[src/hw/cmf_cfg.svh]
// Constants of the gated clock fanout: counts and reset values.
// Assumes inclusion by bare name from the package and the design.
`ifndef CMF_CFG_SVH
`define CMF_CFG_SVH

`define CMF_NUM_OUTPUTS    12
`define CMF_SEL_PRIMARY    1'h0
`define CMF_SEL_TEST       1'h1
`define CMF_RST_GATE       1'h1
`define CMF_RST_DRIVE      1'h1
`define CMF_RST_LEVEL      1'h0

`endif

[src/hw/cmf_pkg.sv]
// Types shared by the gated clock fanout.
// Assumes cmf_cfg.svh is on the include path.
`include "cmf_cfg.svh"

package cmf_pkg;

  // Control pins that travel together into the block
  typedef struct packed {
    logic sel;       // 0 primary pair, 1 single-ended test clock
    logic gate_en;   // Output gate request, sampled on falling edge
    logic drive_en;  // Output drive enable
  } cmf_ctrl_t;

  // Differential primary pair
  typedef struct packed {
    logic pos;
    logic neg;
  } cmf_diff_t;

endpackage

[src/hw/cmf_fanout.sv]
// Two-input clock selector with glitch-free gate and twelve-way fanout.
// Assumes all inputs are synchronous to SYS_CLK and far slower than it.
// Assumes pads outside turn a low output enable into high impedance.
//
// Behaviour
// - Select 0 routes the primary pair, select 1 the test clock.
// - Gate enable is sampled on each falling edge of the selected clock.
// - Sampled gate low holds every output low; drive enable still decides if it floats.
// - Sampled gate high makes every output copy the selected clock.
// - Gated state changes only in the clock low phase, no runt pulses.
// - Drive enable high drives outputs; low floats them all.
// - Twelve outputs, all carrying the same gated clock.

`include "cmf_cfg.svh"

module cmf_fanout #(
  parameter int N_OUT = `CMF_NUM_OUTPUTS
) (
  input  wire logic               SYS_CLK,
  input  wire logic               NRST,
  input  wire logic               CE,
  input  wire cmf_pkg::cmf_diff_t PRIMARY_CLK,
  input  wire logic               SINGLE_ENDED_TEST_CLOCK,
  input  wire cmf_pkg::cmf_ctrl_t CTRL,
  output logic [N_OUT-1:0]        Q_OUT,
  output logic [N_OUT-1:0]        Q_OE
);
  import cmf_pkg::*;

  logic             primary_lvl;
  logic             sel_clk;
  logic             prev_clk_reg;
  logic             fall;
  logic             gate_reg;
  logic             gate_next;
  logic             out_reg;
  logic             drive_reg;

  // Level of the differential pair: true side high, inverted side low
  function automatic logic pair_level(input cmf_diff_t pair);
    pair_level = pair.pos & ~pair.neg;
  endfunction

  // Replicate one bit onto every output lane
  function automatic logic [N_OUT-1:0] fan(input logic bit_in);
    fan = {N_OUT{bit_in}};
  endfunction

  // Pair reads high only when true side is above the inverted side
  assign primary_lvl = pair_level(PRIMARY_CLK);

  // Input selection; pullups make an open select pick the test clock.
  // Select is not synchronised: switching from a high clock to a low one
  // counts as a falling edge and can cut the old high phase short, so
  // switch with the gate off when a clean hand-over matters.
  assign sel_clk = (CTRL.sel == `CMF_SEL_TEST) ? SINGLE_ENDED_TEST_CLOCK
                                               : primary_lvl;

  // Falling edge of whichever clock is selected now
  assign fall = prev_clk_reg & ~sel_clk;

  // Previous level resets low, so reset can never fake a falling edge
  always_ff @(posedge SYS_CLK) begin
    if (!NRST) begin
      prev_clk_reg <= `CMF_RST_LEVEL;
    end else if (CE) begin
      prev_clk_reg <= sel_clk;
    end
  end

  // Gate is latched only at a falling edge, when the clock is already low
  assign gate_next = fall ? CTRL.gate_en : gate_reg;

  // Sampled gate resets high, as an open enable pin would read
  always_ff @(posedge SYS_CLK) begin
    if (!NRST) begin
      gate_reg <= `CMF_RST_GATE;
    end else if (CE) begin
      gate_reg <= gate_next;
    end
  end

  // One flop feeds all outputs so the copies cannot skew apart
  always_ff @(posedge SYS_CLK) begin
    if (!NRST) begin
      out_reg <= `CMF_RST_LEVEL;
    end else if (CE) begin
      out_reg <= sel_clk & gate_next;
    end
  end

  // Drive enable is registered to keep outputs flop-driven;
  // the cost is one cycle of latency from pin to float
  always_ff @(posedge SYS_CLK) begin
    if (!NRST) begin
      drive_reg <= `CMF_RST_DRIVE;
    end else if (CE) begin
      drive_reg <= CTRL.drive_en;
    end
  end

  // Fanout; the pad turns a low enable into high impedance
  assign Q_OUT = fan(out_reg);
  assign Q_OE  = fan(drive_reg);
endmodule // cmf_fanout

[config.mk]
export PLATFORM = sky130hd
export DESIGN_NAME = cmf_fanout
export DESIGN_NICKNAME = d
export VERILOG_FILES = /design/src/hw/cmf_pkg.sv /design/src/hw/cmf_fanout.sv
export VERILOG_INCLUDE_DIRS = /design/src /design/src/hw
export SDC_FILE = /design/constraint.sdc
export NUM_CORES = 1
export LEC_CHECK = 0
export ABC_AREA = 1
export BUFFER_PORTS_ARGS = -buffer_cell sky130_fd_sc_hd__buf_2
export CORE_AREA = 5 5 42 44
export CTS_CLUSTER_DIAMETER = 120
export DETAILED_ROUTE_END_ITERATION = 10
export DIE_AREA = 0 0 47 49
export GPL_ROUTABILITY_DRIVEN = 0
export GPL_TIMING_DRIVEN = 0
export PLACE_DENSITY = 0.66
export SETUP_SLACK_MARGIN = 0.05
export SYNTH_ARGS = -nofsm -noshare
export SYNTH_HDL_FRONTEND = slang
export SYNTH_SLANG_ARGS = --single-unit
[constraint.sdc]
create_clock -name SYS_CLK -period 1.02 [get_ports SYS_CLK]
set_input_delay 0.204 -clock SYS_CLK [delete_from_list [all_inputs] [get_ports SYS_CLK]]
set_output_delay 0.204 -clock SYS_CLK [all_outputs]
set_load 0.01 [all_outputs]
## After elaboration in Yosys (flattened, before gate mapping)

Cells that the tools add are included.

| operators by class | value |
|---|---|
| muxes and demuxes | 2 |
| bitwise gates (word level) | 5 |

Operators with widths:

| operator | count |
|---|---|
| 1-bit bitwise AND | 3 |
| 1-bit two-way mux | 2 |
| 1-bit inverter | 2 |

| storage, ports and cells | value |
|---|---|
| register bits | 4 |
| input port bits | 9 |
| output and inout port bits | 24 |
| word-level logic and storage cells | 11 |

## Longest topological paths before layout

| logic depth | value |
|---|---|
| depth in word-level cells | 7 |
| depth in mapped cells | 6 |
| gate-level depth less buffers | 6 |

## Worst setup path after synthesis

OpenSTA, ideal clock, no wires.

| timing path | value |
|---|---|
| path kind | register to output |
| start point | reg drive_reg |
| end point | out Q_OE[0] |
| data arrival time | 0.660 ns |
| required time | 0.816 ns |
| setup slack | 0.156 ns |
| stages on the path, launching flop included | 2 |
| buffers on the path | 1 |
| cell sequence | dfxtp_1 > buf_4 |

RTL lines:

| item | line | RTL |
|---|---|---|
| start: declaration | cmf_fanout.sv:37 | `logic drive_reg;` |
| start signal: assignment | cmf_fanout.sv:96 | `` drive_reg <= `CMF_RST_DRIVE; `` |
| start signal: assignment | cmf_fanout.sv:98 | `drive_reg <= CTRL.drive_en;` |
| end: declaration | cmf_fanout.sv:26 | `output logic [N_OUT-1:0] Q_OE` |

No word-level cell between the ends.

## Worst setup path after layout

| timing path | value |
|---|---|
| start point | reg out_reg |
| end point | out Q_OUT[2] |

RTL lines:

| item | line | RTL |
|---|---|---|
| start: declaration | cmf_fanout.sv:36 | `logic out_reg;` |
| start signal: assignment | cmf_fanout.sv:86 | `` out_reg <= `CMF_RST_LEVEL; `` |
| start signal: assignment | cmf_fanout.sv:88 | `out_reg <= sel_clk & gate_next;` |
| end: declaration | cmf_fanout.sv:25 | `output logic [N_OUT-1:0] Q_OUT,` |

No word-level cell between the ends.

==> results.sh <==
export IMPL_status="complete, but fails checks"
export IMPL_violations="negative setup slack"
export IMPL_synth_top_cell_by_area="buf_4"
export IMPL_numCtsBuffers=3
export IMPL_drt_met1_wl_microns=310
export IMPL_async_reset_ff_frac=0
export IMPL_die_x_microns=47
export IMPL_slew_viol_final=0
export IMPL_cts_root_buf="clkbuf_4"
export IMPL_holdPathStages=3
export IMPL_rrSetupSlack_ns=0.24
export IMPL_cp_depth=2
export IMPL_grt_ovfl_total=0
export IMPL_antenna_cells=0
export IMPL_skew_ns=0.004297
export IMPL_wl_per_cell_microns=8.255
export IMPL_first_iter_violations=4
export IMPL_stdcell_area_sq_um=596.8
export IMPL_slowest_delay_ns=0.37
export IMPL_r2r_end="gate_reg"
export IMPL_cts_sinks=4
export IMPL_row_count=14
export IMPL_grt_pass1_wl_microns=1255
export IMPL_synth_cell_types=11
export IMPL_syn_instance_count=51
export IMPL_synth_area_leaders="buf_4, dfxtp_1, nand2_1, inv_1, nand4_1"
export IMPL_synth_edf_count=0
export IMPL_fin_nets=97
export IMPL_ir_drop_mv=0.4519
export IMPL_drt_vias_per_instance=3.657
export IMPL_post_route_cells_drive_above_1_share=0.7209
export IMPL_grt_pass1_vias=284
export IMPL_first_pass_iters=4
export IMPL_worst_pin_slew_ns=0.1275
export IMPL_ys_seq_area_frac=0.2184
export IMPL_top_layer="met3"
export IMPL_worstSetupEndpointType="output port"
export IMPL_rsz0062_at_grt="true"
export IMPL_track_usage=0.07541
export IMPL_synth_top_area_frac=0.4915
export IMPL_crit_fanout=13
export IMPL_crit_type="reg -> out"
export IMPL_power_density_mw_per_mm2=1052
export IMPL_timing_final_ws_setup_ns=-0.05882
export IMPL_hold_viol=0
export IMPL_synthTopCellsByCount="buf_4, nand2_1, inv_1, dfxtp_1, nand4_1"
export IMPL_hold_path_endpoint="drive_reg"
export IMPL_r2r_cells=6
export IMPL_cts_tree="done"
export IMPL_hold_class="in -> reg"
export IMPL_die_h_microns=49
export IMPL_critPathLaunch="out_reg"
export IMPL_drt_total_wl_microns=842
export IMPL_synth_most_common_cell="buf_4"
export IMPL_post_route_period_util=1.058
export IMPL_final_util=0.4259
export IMPL_wl_met3_microns=94
export IMPL_ys_ff_latch=4
export IMPL_cts_path_max_buffers=2
export IMPL_area_growth_pct=62.80
export IMPL_stdcell_count=102
export IMPL_via_count=373
export IMPL_setup_viol_count_final=24
export IMPL_fmax_ghz=0.9269
export IMPL_postCtsSetupBuffers=0
export IMPL_crit_family="flip-flops"
export IMPL_p_leak_nw=0.3794
export IMPL_worstPathCellList="buf_4 > buf_4"
export IMPL_startpoint_type="flop"
export IMPL_dp_cells=99
export IMPL_antenna_left=0
export IMPL_required_ns=0.82
export IMPL_core_sq_mm=0.001401
export IMPL_placed_area_sq_um=546.8
export IMPL_cts_hold_buf=0
export IMPL_crit_slowest_cell="dfxtp_4"
export IMPL_maxCapViolations=0
export IMPL_drc=0
export IMPL_dp_slack_ns=-0.03631
export IMPL_reg2reg_from="prev_clk_reg"
export IMPL_synth_warnings=0
export IMPL_ys_flop_type="dfxtp_1"
export IMPL_met2_length_microns=438
export IMPL_min_from="CTRL[0]"
export IMPL_syn_nets=60
export IMPL_cp_common_cell="buf_4"
export IMPL_period_needed_ns=1.079
export IMPL_start_util=0.2616
export IMPL_clkTransAtPathRegs_ns=0.04
export IMPL_maxSlewHeadroom=0.9141
export IMPL_clk_latency_ns=0.24
export IMPL_postSynthAreaPerCell_sq_um=7.188
export IMPL_whs_ns=0.1859
export IMPL_worstPathArrival_ns=0.87
export IMPL_htree_num_levels=1
export IMPL_die_area_sq_mm=0.002303
export IMPL_ios=33
export IMPL_place_hpwl_microns=707
export IMPL_netlist_area_sq_um=366.6
export IMPL_grt_max_degree=14
export IMPL_port_buffers=32
export IMPL_antenna_found_initial=0
export IMPL_cp_num_buf_inv=2
cells by family (layout without fill, tap and decap cells):
family,Yosys count,in the layout,synth area share
flops,4,4,0.2184
buf+inv,30,65,0.5529
simple gates,13,13,0.1672
compound gates,4,4,0.06140
worst min-delay path: stages:
cell and delay, ns:
buf_2 0.07, nand2_1 0.04, nand3_1 0.07
layout by cell type (no fill, tap or decap), drive strengths merged:
master | Yosys | layout
clkbuf | 0 | 3
nand2 | 9 | 9
dfxtp | 4 | 4
nand4 | 2 | 2
a21oi | 1 | 1
o21ai | 2 | 2
nand3 | 2 | 2
inv | 6 | 6
o21bai | 1 | 1
buf | 24 | 56
layout make-up:
class                           count  area (sq um)
Fill cell                         155         804.5
Timing Repair Buffer               32         180.2
Buffer                             24         180.2
Sequential cell                     4         87.58
Multi-Input combinational cell     17         83.83
Clock buffer                        3         22.52
Inverter                            6         22.52
Tap cell                           16         20.02
repair_timing:
action / CTS / global route
cloned: 0 / 0
endpoints found under the setup margin: 24 / 24
pin swaps: 0 / 0
resized for setup: 9 / 3
through the flow:
step	power, W	TNS, ns
finish	0.0006281	-1.297
global placement	0.0004198	-0.08332
floorplan	0.0003348	0
CTS	0.0006372	-1.696
global route	0.0006789	-2.551
detailed placement	0.0004258	-0.5657
worst max path at each step:
stage,slack (ns),endpoint
2_1_floorplan,0.16,Q_OE[0]
3_3_place_gp,-0.008,Q_OE[8]
3_5_place_dp,-0.04,Q_OE[4]
4_1_cts,-0.08,Q_OE[4]
5_1_grt,-0.12,Q_OE[4]
6_report,-0.06,Q_OUT[2]
power breakdown:
part | internal, W | total [W] | switching [W]
sequential | 0.000167 | 0.000187 | 0.0000205
clock | 0.000132 | 0.000198 | 0.0000661
combinational | 0.000149 | 0.000243 | 0.0000935
metal layers:
layer,track usage,vias to the layer above
met1,0.07048,154
met3,0.03690,0
met4,0.04147,0
li1,-,204
met2,0.1267,15
met5,0,-
Power figures use the tool's default switching activity.
